## config.mk

```make
export PLATFORM = sky130hd
export DESIGN_NAME = osp_top
export DESIGN_NICKNAME = d
export VERILOG_FILES = /design/src/logic/osp_pkg.sv /design/src/logic/osp_sync.sv /design/src/logic/osp_top.sv /design/src/logic/osp_wake.sv
export SDC_FILE = /design/constraint.sdc
export NUM_CORES = 1
export LEC_CHECK = 0
export BUFFER_PORTS_ARGS = -buffer_cell sky130_fd_sc_hd__buf_2
export CORE_MARGIN = 4
export CORE_UTILIZATION = 40
export DETAILED_ROUTE_END_ITERATION = 12
export PLACE_DENSITY_LB_ADDON = 0.08
export SLEW_MARGIN = 25
export SYNTH_ARGS = -nofsm -noshare
export SYNTH_HDL_FRONTEND = slang
export SYNTH_SLANG_ARGS = --single-unit
```

## constraint.sdc

```tcl
create_clock -name aclk -period 14.7 [get_ports aclk]
set_input_delay 0 -clock aclk [delete_from_list [all_inputs] [get_ports aclk]]
set_output_delay 0 -clock aclk [all_outputs]
set_load 0.005 [all_outputs]
```

## src/logic/osp_pkg.sv

```systemverilog
// Purpose: Shared constants for the dual-role sideband pin logic.
// Assumes: 12 MHz reference clock (aclk is 10 MHz in this build, see CLK constants).
// Notes: Register offsets are byte addresses on the AXI4-Lite slave.
package osp_pkg;
    // Register byte offsets.
    localparam logic [7:0] OSP_HOST_CFG_OFS = 8'h00;
    localparam logic [7:0] OSP_PERIPH_CFG_OFS = 8'h04;
    localparam logic [7:0] OSP_ROLE_STATUS_OFS = 8'h08;
    localparam logic [7:0] OSP_PORT_CTRL_OFS = 8'h0c;
    localparam logic [7:0] OSP_CLK_CTRL_OFS = 8'h10;
    localparam logic [7:0] OSP_HW_MODE_OFS = 8'h14;
    // Host config fields.
    localparam int OSP_HC_SINGLE_IRQ_BIT = 0;
    localparam int OSP_HC_IRQ_POL_BIT = 1;
    localparam int OSP_HC_PULLDOWN2_BIT = 2;
    // Peripheral config fields.
    localparam int OSP_PC_IRQ_EN_BIT = 0;
    localparam int OSP_PC_IRQ_POL_BIT = 1;
    // Port control fields.
    localparam int OSP_PT_PWR1_BIT = 0;
    localparam int OSP_PT_PWR2_BIT = 1;
    localparam int OSP_PT_EXT1_BIT = 2;
    // Hardware mode fields: 1 selects the analog overcurrent path.
    localparam int OSP_HM_ANALOG1_BIT = 0;
    localparam int OSP_HM_ANALOG2_BIT = 1;
    // Status fields.
    localparam int OSP_ST_ROLE_BIT = 0;
    localparam int OSP_ST_DUAL_BIT = 1;
    localparam int OSP_ST_OC1_BIT = 2;
    localparam int OSP_ST_OC2_BIT = 3;
    localparam int OSP_ST_HSUSP_BIT = 4;
    localparam int OSP_ST_PSUSP_BIT = 5;
    // Reset values.
    localparam logic [31:0] OSP_HOST_CFG_RST = 32'h0000_0000;
    localparam logic [31:0] OSP_PERIPH_CFG_RST = 32'h0000_0001;
    localparam logic [31:0] OSP_PORT_CTRL_RST = 32'h0000_0000;
    localparam logic [31:0] OSP_HW_MODE_RST = 32'h0000_0000;
    // Clock output: frequency in MHz, limits and default.
    localparam int OSP_CLK_REF_MHZ = 12;
    localparam int OSP_ACLK_KHZ = 10000;
    localparam logic [7:0] OSP_CLK_DEF_MHZ = 8'h0c;
    localparam logic [7:0] OSP_CLK_MIN_MHZ = 8'h03;
    localparam logic [7:0] OSP_CLK_MAX_MHZ = 8'h30;
    localparam int OSP_ACC_W = 16;
    // LED blink: on time in ms, cycle count derived from the clock rate.
    localparam int OSP_LED_BLINK_MS = 50;
    localparam int OSP_LED_BLINK_CYC = OSP_LED_BLINK_MS * OSP_ACLK_KHZ;
    // Wake pulse: least low time in ns and derived cycles.
    localparam int OSP_WAKE_MIN_NS = 300;
    localparam int OSP_WAKE_MIN_CYC = (OSP_WAKE_MIN_NS * OSP_ACLK_KHZ / 1000 + 999) / 1000;
endpackage : osp_pkg

```

## src/logic/osp_sync.sv

```systemverilog
// Purpose: Two-flop synchroniser for a level from outside the clock domain.
// Assumes: Single clock aclk, synchronous active-low reset.
// Notes: The first flop feeds only the second.
module osp_sync #(
    parameter logic RST_VAL = 1'b0
) (
    // Clock and reset.
    input wire logic aclk,
    input wire logic aresetn,
    // Asynchronous level and its synchronised copy.
    input wire logic async_in,
    output logic sync_out
);
    logic meta; // First stage, read only by the second.

    // Two flip-flops in a row.
    always_ff @(posedge aclk) begin
        if (!aresetn) begin
            meta <= RST_VAL;
            sync_out <= RST_VAL;
        end else begin
            meta <= async_in;
            sync_out <= meta;
        end
    end
endmodule // osp_sync

```

## src/logic/osp_top.sv

```systemverilog
// Purpose: Sideband pin logic of a dual-role USB controller.
// Assumes: aclk drives all logic; pins pass two flops before use.
// Notes: Registers reached over AXI4-Lite with one write and one read at a time.
// Operation
// - Single-route bit sends both requests to host output.
// - Host output carries host controller request.
// - Peripheral output carries peripheral request, configured.
// - Host sleep pin released high while suspended.
// - Peripheral sleep pin released high while suspended.
// - Power switch low enables, high disables.
// - Port 1 switch used only with external supply.
// - Clock output 12 MHz default, 3 to 48; the output runs at the setting modulo 5 MHz, so 2 MHz at the default.
// - Activity LED off, blinks during traffic.
// - Role sense mirrored into status bit 0.
// - Port 2 overcurrent digital or analog, selectable.
// - Port 1 overcurrent digital or analog, selectable.
// - Role select sets port 1 dual-role mode.
// - Timing derived from 12 MHz reference; derived here from the 10 MHz aclk.
//
// The address map and the AXI4-Lite slave port were chosen for this implementation.
module osp_top
    import osp_pkg::*;
(
    // Clock and reset.
    input wire logic aclk,
    input wire logic aresetn,
    // AXI4-Lite write address.
    input wire logic [7:0] s_axi_awaddr,
    input wire logic s_axi_awvalid,
    output logic s_axi_awready,
    // AXI4-Lite write data.
    input wire logic [31:0] s_axi_wdata,
    input wire logic [3:0] s_axi_wstrb,
    input wire logic s_axi_wvalid,
    output logic s_axi_wready,
    // AXI4-Lite write response.
    output logic [1:0] s_axi_bresp,
    output logic s_axi_bvalid,
    input wire logic s_axi_bready,
    // AXI4-Lite read address.
    input wire logic [7:0] s_axi_araddr,
    input wire logic s_axi_arvalid,
    output logic s_axi_arready,
    // AXI4-Lite read data.
    output logic [31:0] s_axi_rdata,
    output logic [1:0] s_axi_rresp,
    output logic s_axi_rvalid,
    input wire logic s_axi_rready,
    // Internal controller requests and state.
    input wire logic host_irq_req,
    input wire logic periph_irq_req,
    input wire logic host_suspended,
    input wire logic periph_suspended,
    input wire logic usb_traffic,
    input wire logic analog_oc1,
    input wire logic analog_oc2,
    // Wake requests to the controllers.
    output logic host_wake,
    output logic periph_wake,
    // Interrupt pins.
    output logic host_irq_out,
    output logic periph_irq_out,
    // Sleep/wake open-drain pins.
    input wire logic host_sleep_wake_pin_in,
    output logic host_sleep_wake_pin_out,
    output logic host_sleep_wake_pin_oe,
    input wire logic periph_sleep_wake_pin_in,
    output logic periph_sleep_wake_pin_out,
    output logic periph_sleep_wake_pin_oe,
    // Power switches, open drain: oe high pulls the pin low.
    output logic port1_power_switch_n_out,
    output logic port1_power_switch_n_oe,
    output logic port2_power_switch_n_out,
    output logic port2_power_switch_n_oe,
    // Clock and LED outputs.
    output logic prog_clock_out,
    output logic link_activity_led_out,
    output logic link_activity_led_oe,
    // Sense pins.
    input wire logic port1_overcurrent_in,
    input wire logic port2_overcurrent_in,
    input wire logic port1_role_select,
    input wire logic role_sense_in,
    // Port state to the rest of the controller.
    output logic port1_dual_role,
    output logic port2_pulldown_connect,
    output logic port1_overcurrent,
    output logic port2_overcurrent
);
    import osp_pkg::*;
    // Registers.
    logic [31:0] host_hw_config_reg; // Host side routing and pull-down control.
    logic [31:0] periph_hw_config_reg; // Peripheral interrupt control.
    logic [31:0] port_ctrl; // Port power control.
    logic [31:0] hw_mode; // Overcurrent path selection.
    logic [7:0] clk_mhz; // Clock output frequency in MHz.
    logic [31:0] dual_role_status_reg; // Live status view.
    // Synchronised pins.
    logic role_s; // Role sense level.
    logic sel_s; // Role-select level.
    logic oc1_s; // Port 1 digital overcurrent.
    logic oc2_s; // Port 2 digital overcurrent.
    // Bus slave state.
    logic aw_hold; // Write address taken.
    logic w_hold; // Write data taken.
    logic [7:0] aw_addr; // Held write address.
    logic [31:0] w_data; // Held write data.
    logic [3:0] w_strb; // Held write strobes.
    logic wr_go; // Both halves present, commit this cycle.
    logic wr_hit; // Write address is mapped.
    // Clock output accumulator and LED counter.
    logic [OSP_ACC_W-1:0] acc; // Phase accumulator.
    logic [OSP_ACC_W-1:0] next_acc; // Next phase.
    logic [31:0] led_cnt; // Remaining blink time, on while above one blink, off below.
    logic led_on; // LED lit.

    // Input synchronisers.
    osp_sync #(.RST_VAL(1'b0)) u_sync_role (
        .aclk(aclk), .aresetn(aresetn), .async_in(role_sense_in), .sync_out(role_s)
    );
    osp_sync #(.RST_VAL(1'b0)) u_sync_sel (
        .aclk(aclk), .aresetn(aresetn), .async_in(port1_role_select), .sync_out(sel_s)
    );
    osp_sync #(.RST_VAL(1'b1)) u_sync_oc1 (
        .aclk(aclk), .aresetn(aresetn), .async_in(port1_overcurrent_in), .sync_out(oc1_s)
    );
    osp_sync #(.RST_VAL(1'b1)) u_sync_oc2 (
        .aclk(aclk), .aresetn(aresetn), .async_in(port2_overcurrent_in), .sync_out(oc2_s)
    );

    // Sleep/wake pins: released while suspended, low pulse wakes.
    osp_wake u_host_wake (
        .aclk(aclk),
        .aresetn(aresetn),
        .suspended(host_suspended),
        .pin_in(host_sleep_wake_pin_in),
        .pin_out(host_sleep_wake_pin_out),
        .pin_oe(host_sleep_wake_pin_oe),
        .wake_pulse(host_wake)
    );
    osp_wake u_periph_wake (
        .aclk(aclk),
        .aresetn(aresetn),
        .suspended(periph_suspended),
        .pin_in(periph_sleep_wake_pin_in),
        .pin_out(periph_sleep_wake_pin_out),
        .pin_oe(periph_sleep_wake_pin_oe),
        .wake_pulse(periph_wake)
    );

    // The bus handshakes: write channels accept when their holding slot is free and no response is pending; read address when no read data is pending.
    assign s_axi_awready = !aw_hold && !s_axi_bvalid;
    assign s_axi_wready = !w_hold && !s_axi_bvalid;
    assign wr_go = aw_hold && w_hold && !s_axi_bvalid;
    assign wr_hit = (aw_addr == OSP_HOST_CFG_OFS) || (aw_addr == OSP_PERIPH_CFG_OFS) ||
                    (aw_addr == OSP_PORT_CTRL_OFS) || (aw_addr == OSP_CLK_CTRL_OFS) ||
                    (aw_addr == OSP_HW_MODE_OFS) || (aw_addr == OSP_ROLE_STATUS_OFS);
    assign s_axi_arready = !s_axi_rvalid;

    // Capture write address and data in either order.
    always_ff @(posedge aclk) begin
        if (!aresetn) begin
            aw_hold <= 1'b0;
            w_hold <= 1'b0;
            aw_addr <= 8'h00;
            w_data <= 32'h0000_0000;
            w_strb <= 4'h0;
        end else if (wr_go) begin
            aw_hold <= 1'b0;
            w_hold <= 1'b0;
        end else begin
            if (s_axi_awvalid && s_axi_awready) begin
                aw_hold <= 1'b1;
                aw_addr <= {s_axi_awaddr[7:2], 2'b00};
            end
            if (s_axi_wvalid && s_axi_wready) begin
                w_hold <= 1'b1;
                w_data <= s_axi_wdata;
                w_strb <= s_axi_wstrb;
            end
        end
    end

    // Write response: OKAY on a mapped word, DECERR otherwise.
    always_ff @(posedge aclk) begin
        if (!aresetn) begin
            s_axi_bvalid <= 1'b0;
            s_axi_bresp <= 2'b00;
        end else if (wr_go) begin
            s_axi_bvalid <= 1'b1;
            s_axi_bresp <= wr_hit ? 2'b00 : 2'b11;
        end else if (s_axi_bready) begin
            s_axi_bvalid <= 1'b0;
        end
    end

    // Byte-lane merge of a write into an old register value.
    function automatic logic [31:0] merge(input logic [31:0] old, input logic [31:0] d, input logic [3:0] s);
        logic [31:0] r;
        r = old;
        for (int i = 0; i < 4; i++) begin
            if (s[i]) begin
                r[i*8 +: 8] = d[i*8 +: 8];
            end
        end
        return r;
    endfunction

    // Writable registers; reserved upper bits stay zero.
    always_ff @(posedge aclk) begin
        if (!aresetn) begin
            host_hw_config_reg <= OSP_HOST_CFG_RST;
            periph_hw_config_reg <= OSP_PERIPH_CFG_RST;
            port_ctrl <= OSP_PORT_CTRL_RST;
            hw_mode <= OSP_HW_MODE_RST;
            clk_mhz <= OSP_CLK_DEF_MHZ;
        end else if (wr_go) begin
            if (aw_addr == OSP_HOST_CFG_OFS) begin
                host_hw_config_reg <= merge(host_hw_config_reg, w_data, w_strb) & 32'h0000_0007;
            end
            if (aw_addr == OSP_PERIPH_CFG_OFS) begin
                periph_hw_config_reg <= merge(periph_hw_config_reg, w_data, w_strb) & 32'h0000_0003;
            end
            if (aw_addr == OSP_PORT_CTRL_OFS) begin
                port_ctrl <= merge(port_ctrl, w_data, w_strb) & 32'h0000_0007;
            end
            if (aw_addr == OSP_HW_MODE_OFS) begin
                hw_mode <= merge(hw_mode, w_data, w_strb) & 32'h0000_0003;
            end
            if (aw_addr == OSP_CLK_CTRL_OFS && w_strb[0]) begin
                // Out-of-range requests clamp into 3 to 48 MHz.
                if (w_data[7:0] < OSP_CLK_MIN_MHZ) begin
                    clk_mhz <= OSP_CLK_MIN_MHZ;
                end else if (w_data[7:0] > OSP_CLK_MAX_MHZ) begin
                    clk_mhz <= OSP_CLK_MAX_MHZ;
                end else begin
                    clk_mhz <= w_data[7:0];
                end
            end
        end
    end

    // Status view of the sensed pins and controller state.
    always_comb begin
        dual_role_status_reg = 32'h0000_0000;
        dual_role_status_reg[OSP_ST_ROLE_BIT] = role_s;
        dual_role_status_reg[OSP_ST_DUAL_BIT] = port1_dual_role;
        dual_role_status_reg[OSP_ST_OC1_BIT] = port1_overcurrent;
        dual_role_status_reg[OSP_ST_OC2_BIT] = port2_overcurrent;
        dual_role_status_reg[OSP_ST_HSUSP_BIT] = host_suspended;
        dual_role_status_reg[OSP_ST_PSUSP_BIT] = periph_suspended;
    end

    // Read channel: data registered one cycle after the address is taken.
    always_ff @(posedge aclk) begin
        if (!aresetn) begin
            s_axi_rvalid <= 1'b0;
            s_axi_rdata <= 32'h0000_0000;
            s_axi_rresp <= 2'b00;
        end else if (s_axi_arvalid && s_axi_arready) begin
            s_axi_rvalid <= 1'b1;
            s_axi_rresp <= 2'b00;
            unique case ({s_axi_araddr[7:2], 2'b00})
                OSP_HOST_CFG_OFS: s_axi_rdata <= host_hw_config_reg;
                OSP_PERIPH_CFG_OFS: s_axi_rdata <= periph_hw_config_reg;
                OSP_ROLE_STATUS_OFS: s_axi_rdata <= dual_role_status_reg;
                OSP_PORT_CTRL_OFS: s_axi_rdata <= port_ctrl;
                OSP_CLK_CTRL_OFS: s_axi_rdata <= {24'h00_0000, clk_mhz};
                OSP_HW_MODE_OFS: s_axi_rdata <= hw_mode;
                default: begin
                    // Unmapped word reads zero with DECERR.
                    s_axi_rdata <= 32'h0000_0000;
                    s_axi_rresp <= 2'b11;
                end
            endcase
        end else if (s_axi_rready) begin
            s_axi_rvalid <= 1'b0;
        end
    end

    // Interrupt pins, polarity per config; single routing merges both onto host.
    always_ff @(posedge aclk) begin
        if (!aresetn) begin
            host_irq_out <= 1'b0;
            periph_irq_out <= 1'b0;
        end else begin
            if (host_hw_config_reg[OSP_HC_SINGLE_IRQ_BIT]) begin
                host_irq_out <= (host_irq_req || periph_irq_req) ^ host_hw_config_reg[OSP_HC_IRQ_POL_BIT];
                periph_irq_out <= periph_hw_config_reg[OSP_PC_IRQ_POL_BIT];
            end else begin
                host_irq_out <= host_irq_req ^ host_hw_config_reg[OSP_HC_IRQ_POL_BIT];
                periph_irq_out <= (periph_irq_req && periph_hw_config_reg[OSP_PC_IRQ_EN_BIT]) ^
                                  periph_hw_config_reg[OSP_PC_IRQ_POL_BIT];
            end
        end
    end

    // Power switches: pulled low to power a port, released high otherwise.
    assign port1_power_switch_n_out = 1'b0;
    assign port2_power_switch_n_out = 1'b0;
    assign port1_power_switch_n_oe = port_ctrl[OSP_PT_PWR1_BIT] && port_ctrl[OSP_PT_EXT1_BIT];
    assign port2_power_switch_n_oe = port_ctrl[OSP_PT_PWR2_BIT];

    // Overcurrent source per port; pins are active low.
    assign port1_overcurrent = hw_mode[OSP_HM_ANALOG1_BIT] ? analog_oc1 : !oc1_s;
    assign port2_overcurrent = hw_mode[OSP_HM_ANALOG2_BIT] ? analog_oc2 : !oc2_s;

    // Port 1 dual-role when role select is high.
    assign port1_dual_role = sel_s;
    // Pull-down connect is software's job; exported as written.
    assign port2_pulldown_connect = host_hw_config_reg[OSP_HC_PULLDOWN2_BIT];

    // Clock output: two toggles per period, so step by twice the MHz and wrap at the aclk rate in MHz.
    always_comb begin
        next_acc = OSP_ACC_W'((32'(acc) + 32'(clk_mhz) * 32'(OSP_CLK_REF_MHZ / 6)) % 32'(OSP_ACLK_KHZ / 1000));
    end

    // Toggle the clock output in a cycle where the next phase is below the current one, at most once per cycle.
    always_ff @(posedge aclk) begin
        if (!aresetn) begin
            acc <= '0;
            prog_clock_out <= 1'b0;
        end else begin
            acc <= next_acc;
            if (next_acc < acc) begin
                prog_clock_out <= !prog_clock_out;
            end
        end
    end

    // LED lit for a blink after a traffic event seen while the counter is idle, then off for as long again; off otherwise.
    always_ff @(posedge aclk) begin
        if (!aresetn) begin
            led_cnt <= 32'h0000_0000;
            led_on <= 1'b0;
        end else if (usb_traffic && led_cnt == 32'h0000_0000) begin
            led_cnt <= 32'(OSP_LED_BLINK_CYC * 2);
            led_on <= 1'b1;
        end else if (led_cnt != 32'h0000_0000) begin
            led_cnt <= led_cnt - 32'h0000_0001;
            led_on <= (led_cnt > 32'(OSP_LED_BLINK_CYC));
        end else begin
            led_on <= 1'b0;
        end
    end

    // Open-drain LED pin sinks current while lit.
    assign link_activity_led_out = 1'b0;
    assign link_activity_led_oe = led_on;
endmodule // osp_top

```

## src/logic/osp_wake.sv

```systemverilog
// Purpose: Sleep/wake open-drain pin of one controller side.
// Assumes: Pin input already pulled up externally; raw pin enters here.
// Notes: Pin is released while suspended, pulled low otherwise.
module osp_wake
    import osp_pkg::*;
(
    // Clock and reset.
    input wire logic aclk,
    input wire logic aresetn,
    // Controller state.
    input wire logic suspended,
    // Open-drain pin.
    input wire logic pin_in,
    output logic pin_out,
    output logic pin_oe,
    // One-cycle wake request to the controller.
    output logic wake_pulse
);
    logic pin_s; // Synchronised pin level.
    logic [7:0] low_cnt; // Length of the current low pulse.

    osp_sync #(.RST_VAL(1'b1)) u_sync (
        .aclk(aclk),
        .aresetn(aresetn),
        .async_in(pin_in),
        .sync_out(pin_s)
    );

    // Open drain: only low is ever driven.
    assign pin_out = 1'b0;
    assign pin_oe = !suspended;

    // Count a low pulse while suspended and wake once it is long enough.
    always_ff @(posedge aclk) begin
        if (!aresetn) begin
            low_cnt <= 8'h00;
            wake_pulse <= 1'b0;
        end else begin
            wake_pulse <= 1'b0;
            if (!suspended || pin_s) begin
                low_cnt <= 8'h00;
            end else if (low_cnt != 8'hff) begin
                low_cnt <= low_cnt + 8'h01;
                wake_pulse <= (low_cnt == 8'(OSP_WAKE_MIN_CYC - 1));
            end
        end
    end
endmodule // osp_wake

```

# Yosys cells after proc, flatten, opt, wreduce, memory -nomap -nowiden
# Index checks and enable logic that the tools add are counted.
# classes
bitwise	7
mul	0
order_cmp	4
n_shift	0
reduce_logical	49
n_addsub	4
n_div	1
n_eq_ne	14
muxes	17
# op_table
op	count
$pmux 8 s6	1
$mux 20	2
$gt 32x19->1 const B	1
$logic_not 32->1	1
$mod 32x4->32 const B	1
$reduce_bool 32->1	1
$sub 32x1->32 const B	1
$eq 6x2->1 const B	4
$eq 6x3->1 const B	4
$add 16x9->17	1
$add 8x1->8 const B	2
$eq 8x2->1 const B	2
$lt 16x16->1	1
$mux 8	2
$ne 8x8->1 const B	2
$eq 6x1->1 const B	2
$reduce_and 3->1	4
$logic_and 1x1->1	11
$mux 1	10
$logic_not 1->1	9
$gt 8x6->1 const B	1
$logic_not 8->1	1
$logic_or 1x1->1	8
$lt 8x2->1 const B	1
9 further kinds	23
# totals
inputBits	72
ramBits	0
word_cells	134
mem_count	0
latch_bits	0
mem_bits_ro	0
regBits	155

# Logic depth before layout (Yosys ltp)
# Gate-level depths: netlist (run 1).
# depth
ltp_word	7
mapped_depth	33

# Hierarchy
# A second synthesis (run 1) with hierarchy kept.
# unflattened
hier_cells	1019
area_unflattened_um2	8315.5
# modules_own_cells
module	cells_each	area_each_um2	n_inst	seq_area_each_um2
osp_top	879	6964.2	1	1961.9
osp_wake	58	518.0	2	180.2
osp_sync	4	52.6	6	40.0

# Worst setup path before layout (run 1)
# OpenSTA, ideal clock, no wires.
# synth_timing
path_type	register to register
start	register clk_mhz[0]
end	register prog_clock_out
path_slack_ns	7.611
arrival_time_ns	6.967
n_path_buf	2
setup_ns	0.122
required_ns	14.578
path_stages_with_launch	31
cell_sequence	dfxtp_1 ha_1 fa_1 a211oi_1 o211ai_2 nand4_1 xnor2_2 a2111oi_1 a211o_1 a221o_1 a2111o_1 or2_4 or2_0 a211o_1 and3_4 buf_6 o211a_1 a211oi_2 nor3_1 a21o_1 a311oi_2 buf_6 and2_4 a21oi_2 mux4_2 ha_1 o21ai_0 a2111oi_0 nor3_1 a21oi_1 nand3b_1
# synth_between
elab_chain_cells	3
# synth_rtl
element	line	text
start: declaration	osp_top.sv:96	logic [7:0] clk_mhz;
start signal: assignment	osp_top.sv:237	clk_mhz <= w_data[7:0];
$add 16x9->17	osp_top.sv:315	next_acc = OSP_ACC_W'((32'(acc) + 32'(clk_mhz) * 32'(OSP_CLK_REF_MHZ / 6)) % 32'(OSP_ACLK_KHZ / 1000));
$mod 32x4->32	osp_top.sv:315	
via next_acc[3]	osp_top.sv:113	logic [OSP_ACC_W-1:0] next_acc;
$lt 16x16->1	osp_top.sv:325	if (next_acc < acc) begin
end signal: assignment	osp_top.sv:326	prog_clock_out <= !prog_clock_out;
end: declaration	osp_top.sv:76	output logic prog_clock_out,
# The timed path passes the listed nets, and every way through them passes these cells.
# A chain may end at the register's enable or synchronous reset.

# Worst setup path after layout (run 1)
# Same ends and word-level chain as after synthesis.

==> results of run 1 <==
cells in the mapped netlist, types with 21 or more instances:
master / n
sky130_fd_sc_hd__a211oi_1: 21
sky130_fd_sc_hd__nand3_1: 39
sky130_fd_sc_hd__nand2_1: 83
sky130_fd_sc_hd__a21oi_1: 66
sky130_fd_sc_hd__mux2i_1: 22
sky130_fd_sc_hd__nor3_1: 39
sky130_fd_sc_hd__dfxtp_1: 128
sky130_fd_sc_hd__xnor2_1: 32
sky130_fd_sc_hd__nor4_1: 25
sky130_fd_sc_hd__inv_1: 29
sky130_fd_sc_hd__clkbuf_1: 30
sky130_fd_sc_hd__nor2_1: 94
sky130_fd_sc_hd__o21ai_0: 36
sky130_fd_sc_hd__ha_1: 27
sky130_fd_sc_hd__buf_4: 32
metal layers:
| metal | GRT usage, % | part of all wire (%) | vias up |
|---|---|---|---|
| li1 | - | - | 3620 |
| met1 | 22.5 | 49 | 3182 |
| met2 | 28.8 | 47 | 97 |
| met3 | 3.64 | 3.1 | 16 |
| met4 | 4.43 | 1.0 | 0 |
| met5 | 0 | 0 | - |
worst reg2reg max path: cells and delay by family, from the launching register on:
| family | cells | cell delay, ps |
|---|---|---|
| AOI/OAI and AO/OA | 14 | 4310 |
| and+or+nand+nor | 9 | 2180 |
| adders and majority gates | 3 | 1030 |
| muxes | 1 | 490 |
| DFF | 1 | 340 |
| xor gates and xnor gates | 1 | 290 |
cell families (layout without fill, tap and decap cells):
group / count (synthesis) / count (layout)
mux: 28 / 28
compound gates: 226 / 226
xor+xnor: 50 / 50
flops: 128 / 128
other cells: 1 / 53
fa+ha+maj: 28 / 28
buf+inv: 97 / 172
simple gates: 389 / 389
through the flow:
step | power, mW | worst slack, ps | std cells
after floorplan | 0.903 | 7610 | 999
after global placement | 1.02 | 5890 | 1270
after detailed placement | 1.02 | 5860 | 1270
after CTS | 1.47 | 5800 | 1334
after global routing | 1.57 | 5210 | 1334
final | 1.45 | 6000 | 1334
cell type report:
cell class / instances / share of cell area [%]
Timing Repair Buffer: 110 / 7.91
Clock buffer: 17 / 4.62
Clock inverter: 15 / 1.96
Multi-Input combinational cell: 774 / 52.9
Inverter: 30 / 1.22
Tap cell: 260 / 3.53
Sequential cell: 128 / 27.8
worst max path at each step:
stage / startpoint / endpoint / slack (ps) / depth (start not counted)
after floorplan: clk_mhz[0] / prog_clock_out / 7610 / 30
after global placement: clk_mhz[0] / prog_clock_out / 5890 / 28
after detailed placement: clk_mhz[0] / prog_clock_out / 5860 / 28
after CTS: clk_mhz[0] / prog_clock_out / 5800 / 28
after global routing: clk_mhz[0] / prog_clock_out / 5210 / 28
final: clk_mhz[0] / prog_clock_out / 6000 / 28
power by group through the flow:
stage	logic (mW)	clock network (mW)	registers (mW)
2_1_floorplan	0.459	0	0.444
3_3_place_gp	0.560	0	0.459
3_5_place_dp	0.562	0	0.458
4_1_cts	0.572	0.444	0.452
5_1_grt	0.648	0.459	0.462
6_report	0.570	0.431	0.452
repair_timing:
item	4_1_cts	5_1_grt
hold endpoints to repair	29	0
resized for setup	0	0
hold buffers	32	0
layout by cell type (no fill, tap or decap), drive strengths merged, types with 4 or more instances in the layout:
master       instances
and2                14
a211o                9
mux2i               22
a21oi               68
xnor2               34
a21o                 9
nand2               83
nor3                40
mux2                 4
or2                  4
nand3b               4
nor4                25
and4                 5
nand3               39
xor2                16
nand4               14
a211oi              23
and3                18
o31ai                4
o21ai               39
a31oi                7
clkbuf              17
or3                 11
nor2b                5
buf                 78
a22oi                5
o211ai              12
ha                  27
a311oi               4
nand2b              18
nor2                94
inv                 41
dfxtp              128
or4                  6
conb                53
dlygate4sd3         32
==> results.json, run 1 <==
{
  "cp_num_buf_inv": 0,
  "multi_input_comb_area_mm2": 0.00487,
  "compound_gate_fraction_of_synth_area_pct": 20.5,
  "outcome": "finished, final reports clean",
  "ys_types": 87,
  "largest_register_ffs": 32,
  "gp_routability_congestion": 0.818,
  "die-height_um": 147,
  "arrival_ps": 9060,
  "relSlewSlack_pct": 37.1,
  "syn_inst": 947,
  "synthesis.yosys.warnings": 0,
  "synth_sequential_area_ratio_pct": 33.1,
  "hpwlAfterDp_um": 13100,
  "fin_nets": 1161,
  "area_growth_pct": 18.9,
  "worst_hold_path.endpoint": "s_axi_rresp[0]",
  "power.leakage_nw": 3.84,
  "worstReg2RegStart": "clk_mhz[0]",
  "clock_tree.root_cell": "sky130_fd_sc_hd__clkbuf_16",
  "timing_worst_setup_path_type": "reg -> reg",
  "synth.largest_area_cell": "sky130_fd_sc_hd__dfxtp_1",
  "min_period_over_period_pct": 59.2,
  "postCtsSetupBuffers": 0,
  "max_cap_viol_count": 0,
  "cts_max_level": 4,
  "count_of_pins_on_the_block_boundary": 132,
  "path_delay_family": "compound AO/OA/AOI/OAI gates",
  "numCtsBuffers": 17,
  "pwr-share-comb_pct": 39.2,
  "grt_start_max_net_pins": 53,
  "antenna_found_initial": 0,
  "timing.hold.worst_path_depth": 3,
  "grt_first_pass_wirelength_um": 31500,
  "vdd.ir_drop.worst_mv": 0.110,
  "drt_first_iter_violations": 244,
  "maxSlewViolCount": 0,
  "syn_std_cell_area_mm2": 0.00774,
  "layout-drive-gt1-share_pct": 13.0,
  "biggestRegsByFlops": "led_cnt x32, acc x15",
  "synth_area_per_cell_um2": 8.17,
  "synth-xor-area-share_pct": 5.85,
  "die_area_mm2": 0.0216,
  "cts_tree": "built",
  "drt_drc_violations_left": 0,
  "wl_per_cell_um": 13.8,
  "yosys_most_used_dff": "sky130_fd_sc_hd__dfxtp_1",
  "maximum_buffer_depth_of_the_clock_tree": 2,
  "reg2regPathDepth": 28,
  "filler_cell_count": 1929,
  "final_util_pct": 48.7,
  "antenna_left": 0,
  "path_clk_slew_ps": 60,
  "holdCritStartpoint": "s_axi_arvalid",
  "power_switching_share_pct": 39.3,
  "port_buffers": 71,
  "fin_skew_ps": 18.9,
  "critical_path.endpoint_type": "register",
  "ys_seq_elements": 128,
  "cp_slowest_stage_delay_ps": 700,
  "setup_total_negative_slack_ps": 0,
  "period_needed_ps": 8700,
  "max_slew.worst_pin.slew_ps": 943,
  "finalHoldWorstSlack_ps": 59.7,
  "synthSimpleGateAreaFrac_pct": 25.2,
  "route.final.wire_length_um": 18300,
  "floorplan.rows": 50,
  "synth-edff-count": 0,
  "post_dp_cell_area_mm2": 0.00827,
  "setup_viol_count_final": 0,
  "worst_setup_path_start_kind": "register",
  "synth.area.mux_share_pct": 4.01,
  "netlist_top_cells_area": "sky130_fd_sc_hd__dfxtp_1, sky130_fd_sc_hd__nor2_1, sky130_fd_sc_hd__ha_1, sky130_fd_sc_hd__a21oi_1, sky130_fd_sc_hd__nand2_1",
  "cts_num_sinks": 128,
  "async_reset_ff_share_pct": 0,
  "critical_path_peak_fanout": 12,
  "first_global_vias": 6499,
  "share_seq_of_total_power_pct": 31.1,
  "clk-insertion-delay-late_ps": 430,
  "dr_vias": 6915,
  "power-per-cell-area_mw_per_mm2": 158,
  "synth_adder_area_share_pct": 4.62,
  "worst_path_max_delay_cell": "sky130_fd_sc_hd__a311oi_2",
  "num_antenna_cells": 0,
  "rr_endpoint": "prog_clock_out",
  "dominant_combinational_cell_family_by_area_after_synthesis": "simple AND/OR/NAND/NOR gates",
  "power.internal_mw": 0.882,
  "floorplan_die_width_um": 147,
  "final_design_area_no_fill_mm2": 0.00920,
  "critPathRequiredTime_ps": 15060,
  "avgViaCountPerCell": 5.18,
  "hold_path_class": "in -> reg",
  "max_freq_ghz": 0.115,
  "setup_repair_after_global_routing_missed_its_margin": "false",
  "switching_power_mw": 0.572,
  "post-synth-top-area-fraction_pct": 33.1,
  "track_usage_pct": 17.1,
  "final-seq-area_mm2": 0.00256,
  "largest_register": "led_cnt",
  "overflow": 0,
  "report.final.hold_viol_count": 0,
  "floorplan.initialDensity_pct": 41.0,
  "standard_cell_core_area_mm2": 0.0189,
  "power.share.clock_pct": 29.6,
  "setup.reg_to_reg.worst_slack_ps": 6000,
  "dr.pass1.iters": 4
}
No activity file was read; power rests on OpenSTA's default activity.
==> run 2, diff against run 1 <==
- ABC_AREA: not set -> 1
- clock period: 14.7 -> 8.3 ns (I/O delays scaled with it)
==> run 2 against run 1 <==
Net effect:
- via count is 0.87% higher
- wire length decreased by 6.1%
- power grew to 2.5 times the previous value
- largest cell class unchanged
- combinational power increased to 3.6 times the previous value
- critical path type unchanged
- register-to-register slack got worse by 5000 ps
==> results.json, run 2 <==
{
  "outcome": "finished, final reports clean",
  "ys_top_cells_by_count": "sky130_fd_sc_hd__nand2_1, sky130_fd_sc_hd__inv_1, sky130_fd_sc_hd__dfxtp_1, sky130_fd_sc_hd__nor2_1, sky130_fd_sc_hd__nand3_1",
  "ys_types": 46,
  "hold_path_class": "in -> reg",
  "vdd.ir_drop.worst_mv": 0.244,
  "reg2regPathDepth": 75,
  "arrival_ps": 7620,
  "avgViaCountPerCell": 4.67,
  "first_global_vias": 6465,
  "floorplan_die_width_um": 145,
  "floorplan.rows": 49,
  "async_reset_ff_share_pct": 0,
  "floorplan.initialDensity_pct": 41.4,
  "period_needed_ps": 7310,
  "clk-insertion-delay-late_ps": 420,
  "report.final.hold_viol_count": 0,
  "numCtsBuffers": 17,
  "crit_path_start": "clk_mhz[0]",
  "area_growth_pct": 20.2,
  "top_routing_layer_in_use": "met4",
  "final_cell_mix": "sky130_fd_sc_hd__nand2_1, sky130_fd_sc_hd__inv_1, sky130_fd_sc_hd__dfxtp_1",
  "worst_path_max_delay_cell": "sky130_fd_sc_hd__fa_1",
  "largest_register_ffs": 32,
  "rr_endpoint": "prog_clock_out",
  "cts_max_level": 4,
  "path_clk_slew_ps": 50,
  "postCtsSetupBuffers": 0,
  "wl_per_cell_um": 11.5,
  "min_period_over_period_pct": 88.1,
  "die_area_mm2": 0.0211,
  "synth_area_per_cell_um2": 6.70,
  "maxSlewViolCount": 0,
  "fin_nets": 1351,
  "synthesis.yosys.warnings": 0,
  "port_buffers": 71,
  "route.final.wire_length_um": 17200,
  "worstReg2RegStart": "clk_mhz[0]",
  "timing_worst_setup_path_type": "reg -> reg",
  "detailedPlace.worstSlack_ps": 880,
  "synth.largest_area_cell": "sky130_fd_sc_hd__dfxtp_1",
  "cts_tree": "built",
  "post_dp_cell_area_mm2": 0.00809,
  "syn_inst": 1124,
  "wl_met2_um": 8270,
  "layout-drive-gt1-share_pct": 15.3,
  "largest_register": "led_cnt",
  "netlist_top_cells_area": "sky130_fd_sc_hd__dfxtp_1, sky130_fd_sc_hd__nand2_1, sky130_fd_sc_hd__inv_1, sky130_fd_sc_hd__nor2_1, sky130_fd_sc_hd__nand3_1",
  "antenna_found_initial": 1,
  "syn_std_cell_area_mm2": 0.00753,
  "standard_cell_core_area_mm2": 0.0182,
  "yosys.cell_count.top_type": "sky130_fd_sc_hd__nand2_1",
  "setup.reg_to_reg.worst_slack_ps": 990,
  "relSlewSlack_pct": 43.0,
  "path_delay_family": "simple AND/OR/NAND/NOR gates",
  "critical_path_peak_fanout": 5,
  "track_usage_pct": 16.5,
  "crit_top_cell": "sky130_fd_sc_hd__nand2_2",
  "critical_path.endpoint": "prog_clock_out",
  "overflow": 0,
  "met3_routed_wirelength_um": 563,
  "grt_first_pass_wirelength_um": 29300,
  "gp_routability_congestion": 0.809,
  "cp_num_buf_inv": 5,
  "max_slew.worst_pin.slew_ps": 847,
  "max_cap_viol_count": 0,
  "cts_num_sinks": 128,
  "post-synth-top-area-fraction_pct": 34.0,
  "synth_sequential_area_ratio_pct": 34.0,
  "drt_first_iter_violations": 274,
  "die-height_um": 145,
  "drt_drc_violations_left": 0,
  "power-per-cell-area_mw_per_mm2": 406,
  "antenna_left": 0,
  "power.leakage_nw": 4.48,
  "worst_setup_path_start_kind": "register",
  "final_design_area_no_fill_mm2": 0.00905,
  "layout.cells.most_common": "sky130_fd_sc_hd__nand2_1",
  "dr_vias": 6975,
  "synth-edff-count": 0,
  "cp.depth": 75,
  "setup_viol_count_final": 0,
  "timing.final.ws_setup_ps": 989,
  "met1Wirelength_um": 8190,
  "clock_tree.root_cell": "sky130_fd_sc_hd__clkbuf_16",
  "hpwlAfterDp_um": 13400,
  "count_of_pins_on_the_block_boundary": 132,
  "max_freq_ghz": 0.137,
  "maximum_buffer_depth_of_the_clock_tree": 2,
  "critPathRequiredTime_ps": 8610,
  "fin_skew_ps": 4.94,
  "biggestRegsByFlops": "led_cnt x32, acc x15",
  "cp_slowest_stage_delay_ps": 420,
  "ys_seq_elements": 128,
  "filler_cell_count": 1884,
  "critical_path.endpoint_type": "register",
  "grt_start_max_net_pins": 43,
  "finalHoldWorstSlack_ps": 10.8,
  "yosys_most_used_dff": "sky130_fd_sc_hd__dfxtp_1",
  "dr.pass1.iters": 4
}
-- run 2: changes by cell type in the layout (fill, tap and decap cells not counted), sizes merged, moves of 13 or more --
cell,before,now
nand2,83,244
xnor2,34,4
inv,41,194
and3,18,1
and2,14,1
nand3,39,98
nand2b,18,0
nor3,40,27
nor2,94,126
o21ai,39,66
mux2i,22,1
nor4,25,3
-- run 2: how the worst min path moves through the flow --
stage / from / to / slack (ps) / cells after the start
global placement: host_sleep_wake_pin_in / u_host_wake.u_sync.meta / 180 / 2
detailed placement: port1_role_select / u_sync_sel.meta / 190 / 3
floorplan: host_suspended / host_sleep_wake_pin_oe / 40 / 1
finish: s_axi_araddr[2] / s_axi_rdata[0] / 10 / 4
global route: s_axi_araddr[2] / s_axi_rdata[0] / 60 / 4
CTS: s_axi_araddr[2] / s_axi_rdata[0] / 4 / 4
-- run 2: power breakdown --
group          switching, mW  internal, mW
Combinational           1.33         0.731
Sequential            0.0731         0.720
Clock                  0.265         0.562
-- run 2: area by class of cell --
cell class | count | area, µm² | share of cell area [%]
flip-flops and latches | 128 | 2560 | 28.3
well taps | 229 | 287 | 3.16
diodes | 1 | 2.50 | 0.0276
multi-input cells | 809 | 4170 | 46.0
clock buffers | 21 | 480 | 5.31
clock inverters | 11 | 183 | 2.02
repair buffers | 100 | 643 | 7.10
inverters | 195 | 732 | 8.08
-- run 2: timing repair --
item,in CTS,in global routing
gates resized for setup,0,4
endpoints found under the setup margin,0,1
hold buffers,28,0
hold endpoints to repair,28,0
-- run 2: kinds of logic after synthesis --
kind of cell,after synthesis,share of synthesized area [%]
other,1,0.0498
adder cells (fa/ha/maj),28,4.75
AO/OA/AOI/OAI,185,14.0
flip-flops,128,34.0
AND/OR/NAND/NOR,526,31.6
multiplexers,1,0.183
XOR/XNOR,16,1.86
buffers and inverters,239,13.5
-- run 2: per-layer routing --
layer	GRT usage, %	up-vias
met5	0	-
met4	5.32	0
met3	3.18	16
met2	28.7	85
met1	20.6	3064
li1	-	3810
-- run 2: tightest hold or removal path: stages --
cell and delay, ps:
sky130_fd_sc_hd__buf_2 120, sky130_fd_sc_hd__nor2_1 90, sky130_fd_sc_hd__nand3_1 80, sky130_fd_sc_hd__a31oi_1 80
-- run 2: through the flow --
step,power [mW],TNS (ps),cells,util (%)
finish,3.68,0,1494,49.7
CTS,3.69,0,1493,49.6
detailed placement,2.84,0,1433,44.4
floorplan,2.48,0,1176,-
global route,4.08,-17.7,1494,49.7
global placement,2.83,0,1433,44.4
==> run 3, diff against run 2 <==
- CORE_MARGIN: 4 -> 2
- CORE_UTILIZATION: 40 -> 57
==> run 3 against run 2 <==
Net effect:
- hold slack improved by 4.3 ps
- critical path depth down 2
- core utilization rose by 20 points
- sequential share of layout area up 0.28 points
- maximum frequency grew 0.63%
- sequential cell count unchanged
- cell area decreased by 0.99%
- clock skew is 3.5 ps higher
- register-to-register slack improved by 50 ps
- clock power decreased by 2.9%
- clock-buffer cell count shrank 2
==> results.json, run 3 (synthesis gave the netlist of run 2 again) <==
{
  "die-height_um": 119,
  "die_area_mm2": 0.0141,
  "fin_skew_ps": 8.46,
  "antenna_left": 0,
  "clk-insertion-delay-late_ps": 410,
  "vdd.ir_drop.worst_mv": 0.306,
  "crit_path_start": "clk_mhz[0]",
  "report.final.hold_viol_count": 0,
  "maxSlewViolCount": 0,
  "dr_vias": 7247,
  "power-per-cell-area_mw_per_mm2": 409,
  "critical_path.endpoint_type": "register",
  "hold_path_class": "in -> reg",
  "wl_per_cell_um": 11.9,
  "arrival_ps": 7570,
  "path_clk_slew_ps": 60,
  "gp_routability_congestion": 0.897,
  "standard_cell_core_area_mm2": 0.0128,
  "period_needed_ps": 7270,
  "dr.pass1.iters": 6,
  "maximum_buffer_depth_of_the_clock_tree": 2,
  "largest_register_ffs": 32,
  "worst_setup_path_start_kind": "register",
  "filler_cell_count": 1121,
  "floorplan.initialDensity_pct": 59.0,
  "finalHoldWorstSlack_ps": 15.2,
  "post_dp_cell_area_mm2": 0.00802,
  "floorplan_die_width_um": 119,
  "port_buffers": 71,
  "holdCritStartpoint": "s_axi_araddr[3]",
  "layout.cells.most_common": "sky130_fd_sc_hd__nand2_1",
  "worst_path_max_delay_cell": "sky130_fd_sc_hd__fa_1",
  "route.final.wire_length_um": 17200,
  "cp_slowest_stage_delay_ps": 410,
  "cts_max_level": 4,
  "floorplan.rows": 41,
  "track_usage_pct": 25.1,
  "max_cap_viol_count": 0,
  "worstReg2RegStart": "clk_mhz[0]",
  "max_slew.worst_pin.slew_ps": 834,
  "final_design_area_no_fill_mm2": 0.00896,
  "timing_worst_setup_path_type": "reg -> reg",
  "drt_first_iter_violations": 410,
  "cts_tree": "built",
  "final_cell_mix": "sky130_fd_sc_hd__nand2_1, sky130_fd_sc_hd__inv_1, sky130_fd_sc_hd__dfxtp_1",
  "setup_total_negative_slack_ps": 0,
  "clock_tree.root_cell": "sky130_fd_sc_hd__clkbuf_16",
  "drt_drc_violations_left": 0,
  "antenna_found_initial": 1,
  "numCtsBuffers": 17,
  "layout-drive-gt1-share_pct": 15.0,
  "critical_path_peak_fanout": 5,
  "area_growth_pct": 19.0,
  "biggestRegsByFlops": "led_cnt x32, acc x15",
  "setup_repair_after_global_routing_missed_its_margin": "false",
  "crit_top_cell": "sky130_fd_sc_hd__nand2_2",
  "setup_viol_count_final": 0,
  "grt_start_max_net_pins": 43,
  "fin_nets": 1351,
  "count_of_pins_on_the_block_boundary": 132,
  "min_period_over_period_pct": 87.5,
  "max_freq_ghz": 0.138,
  "largest_register": "led_cnt",
  "overflow": 0,
  "power.leakage_nw": 4.45,
  "relSlewSlack_pct": 43.9,
  "grt_first_pass_wirelength_um": 29300,
  "critPathRequiredTime_ps": 8610,
  "outcome": "finished, final reports clean",
  "avgViaCountPerCell": 5.04,
  "cts_num_sinks": 128,
  "hpwlAfterDp_um": 12800,
  "first_global_vias": 6849
}
-- run 3: worst max-delay path, delay by kind of cell, from the launching register on --
| family | cells | cell delay, ps |
|---|---|---|
| adder cells (fa/ha/maj) | 3 | 940 |
| XOR/XNOR | 1 | 170 |
| buffers and inverters | 5 | 330 |
| flip-flops | 1 | 360 |
| AND/OR/NAND/NOR | 63 | 5180 |
| AO/OA/AOI/OAI | 1 | 180 |
-- run 3: timing repair --
| action | in CTS | in global routing |
|---|---|---|
| resized for setup | 0 | 3 |
| hold buffers | 28 | 0 |
| endpoints found under the hold margin | 30 | 0 |
| setup buffers | 0 | 0 |
| setup endpoints to repair | 0 | 1 |
-- run 3: routing by layer --
layer  share of wire [%]  vias up  global-route usage, %  routed length, µm
li1                    -     3809                      -                  -
met1                  45     3241                   30.0               7780
met2                  48      154                   43.2               8240
met3                 4.0       43                   6.13                680
met4                 2.6        0                   9.97                449
met5                   0        -                      0                  0
-- run 3: worst paths after layout --
check / endpoint / cells after the start / slack [ps]
setup / recovery: prog_clock_out / 73 / 1030
hold / removal: s_axi_rdata[1] / 5 / 20
hold reg to reg: u_sync_sel.sync_out / 2 / 410
setup reg to reg: prog_clock_out / 73 / 1030
-- run 3: final cells by class --
| class | count | area, µm² | share of cell area (%) |
|---|---|---|---|
| Multi-Input combinational cell | 809 | 4170 | 46.5 |
| Clock inverter | 13 | 211 | 2.36 |
| Antenna cell | 1 | 2.50 | 0.0279 |
| Tap cell | 172 | 215 | 2.40 |
| Clock buffer | 19 | 433 | 4.83 |
| Timing Repair Buffer | 100 | 643 | 7.17 |
| Inverter | 195 | 732 | 8.16 |
| Sequential cell | 128 | 2560 | 28.6 |
-- run 3: power breakdown --
part / switching [mW] / internal (mW)
clock: 0.269 / 0.533
combinational: 1.33 / 0.739
sequential: 0.0749 / 0.720
total: 1.67 / 1.99
-- run 3: metrics by stage --
stage | cells | total power, mW | worst slack [ps] | util, %
2_1_floorplan | 1176 | 2.48 | 1920 | -
6_report | 1437 | 3.67 | 1030 | 70.2
4_1_cts | 1436 | 3.64 | 969 | 70.0
5_1_grt | 1437 | 4.07 | 14.8 | 70.2
3_3_place_gp | 1376 | 2.77 | 1130 | 62.8
3_5_place_dp | 1376 | 2.82 | 1020 | 62.8
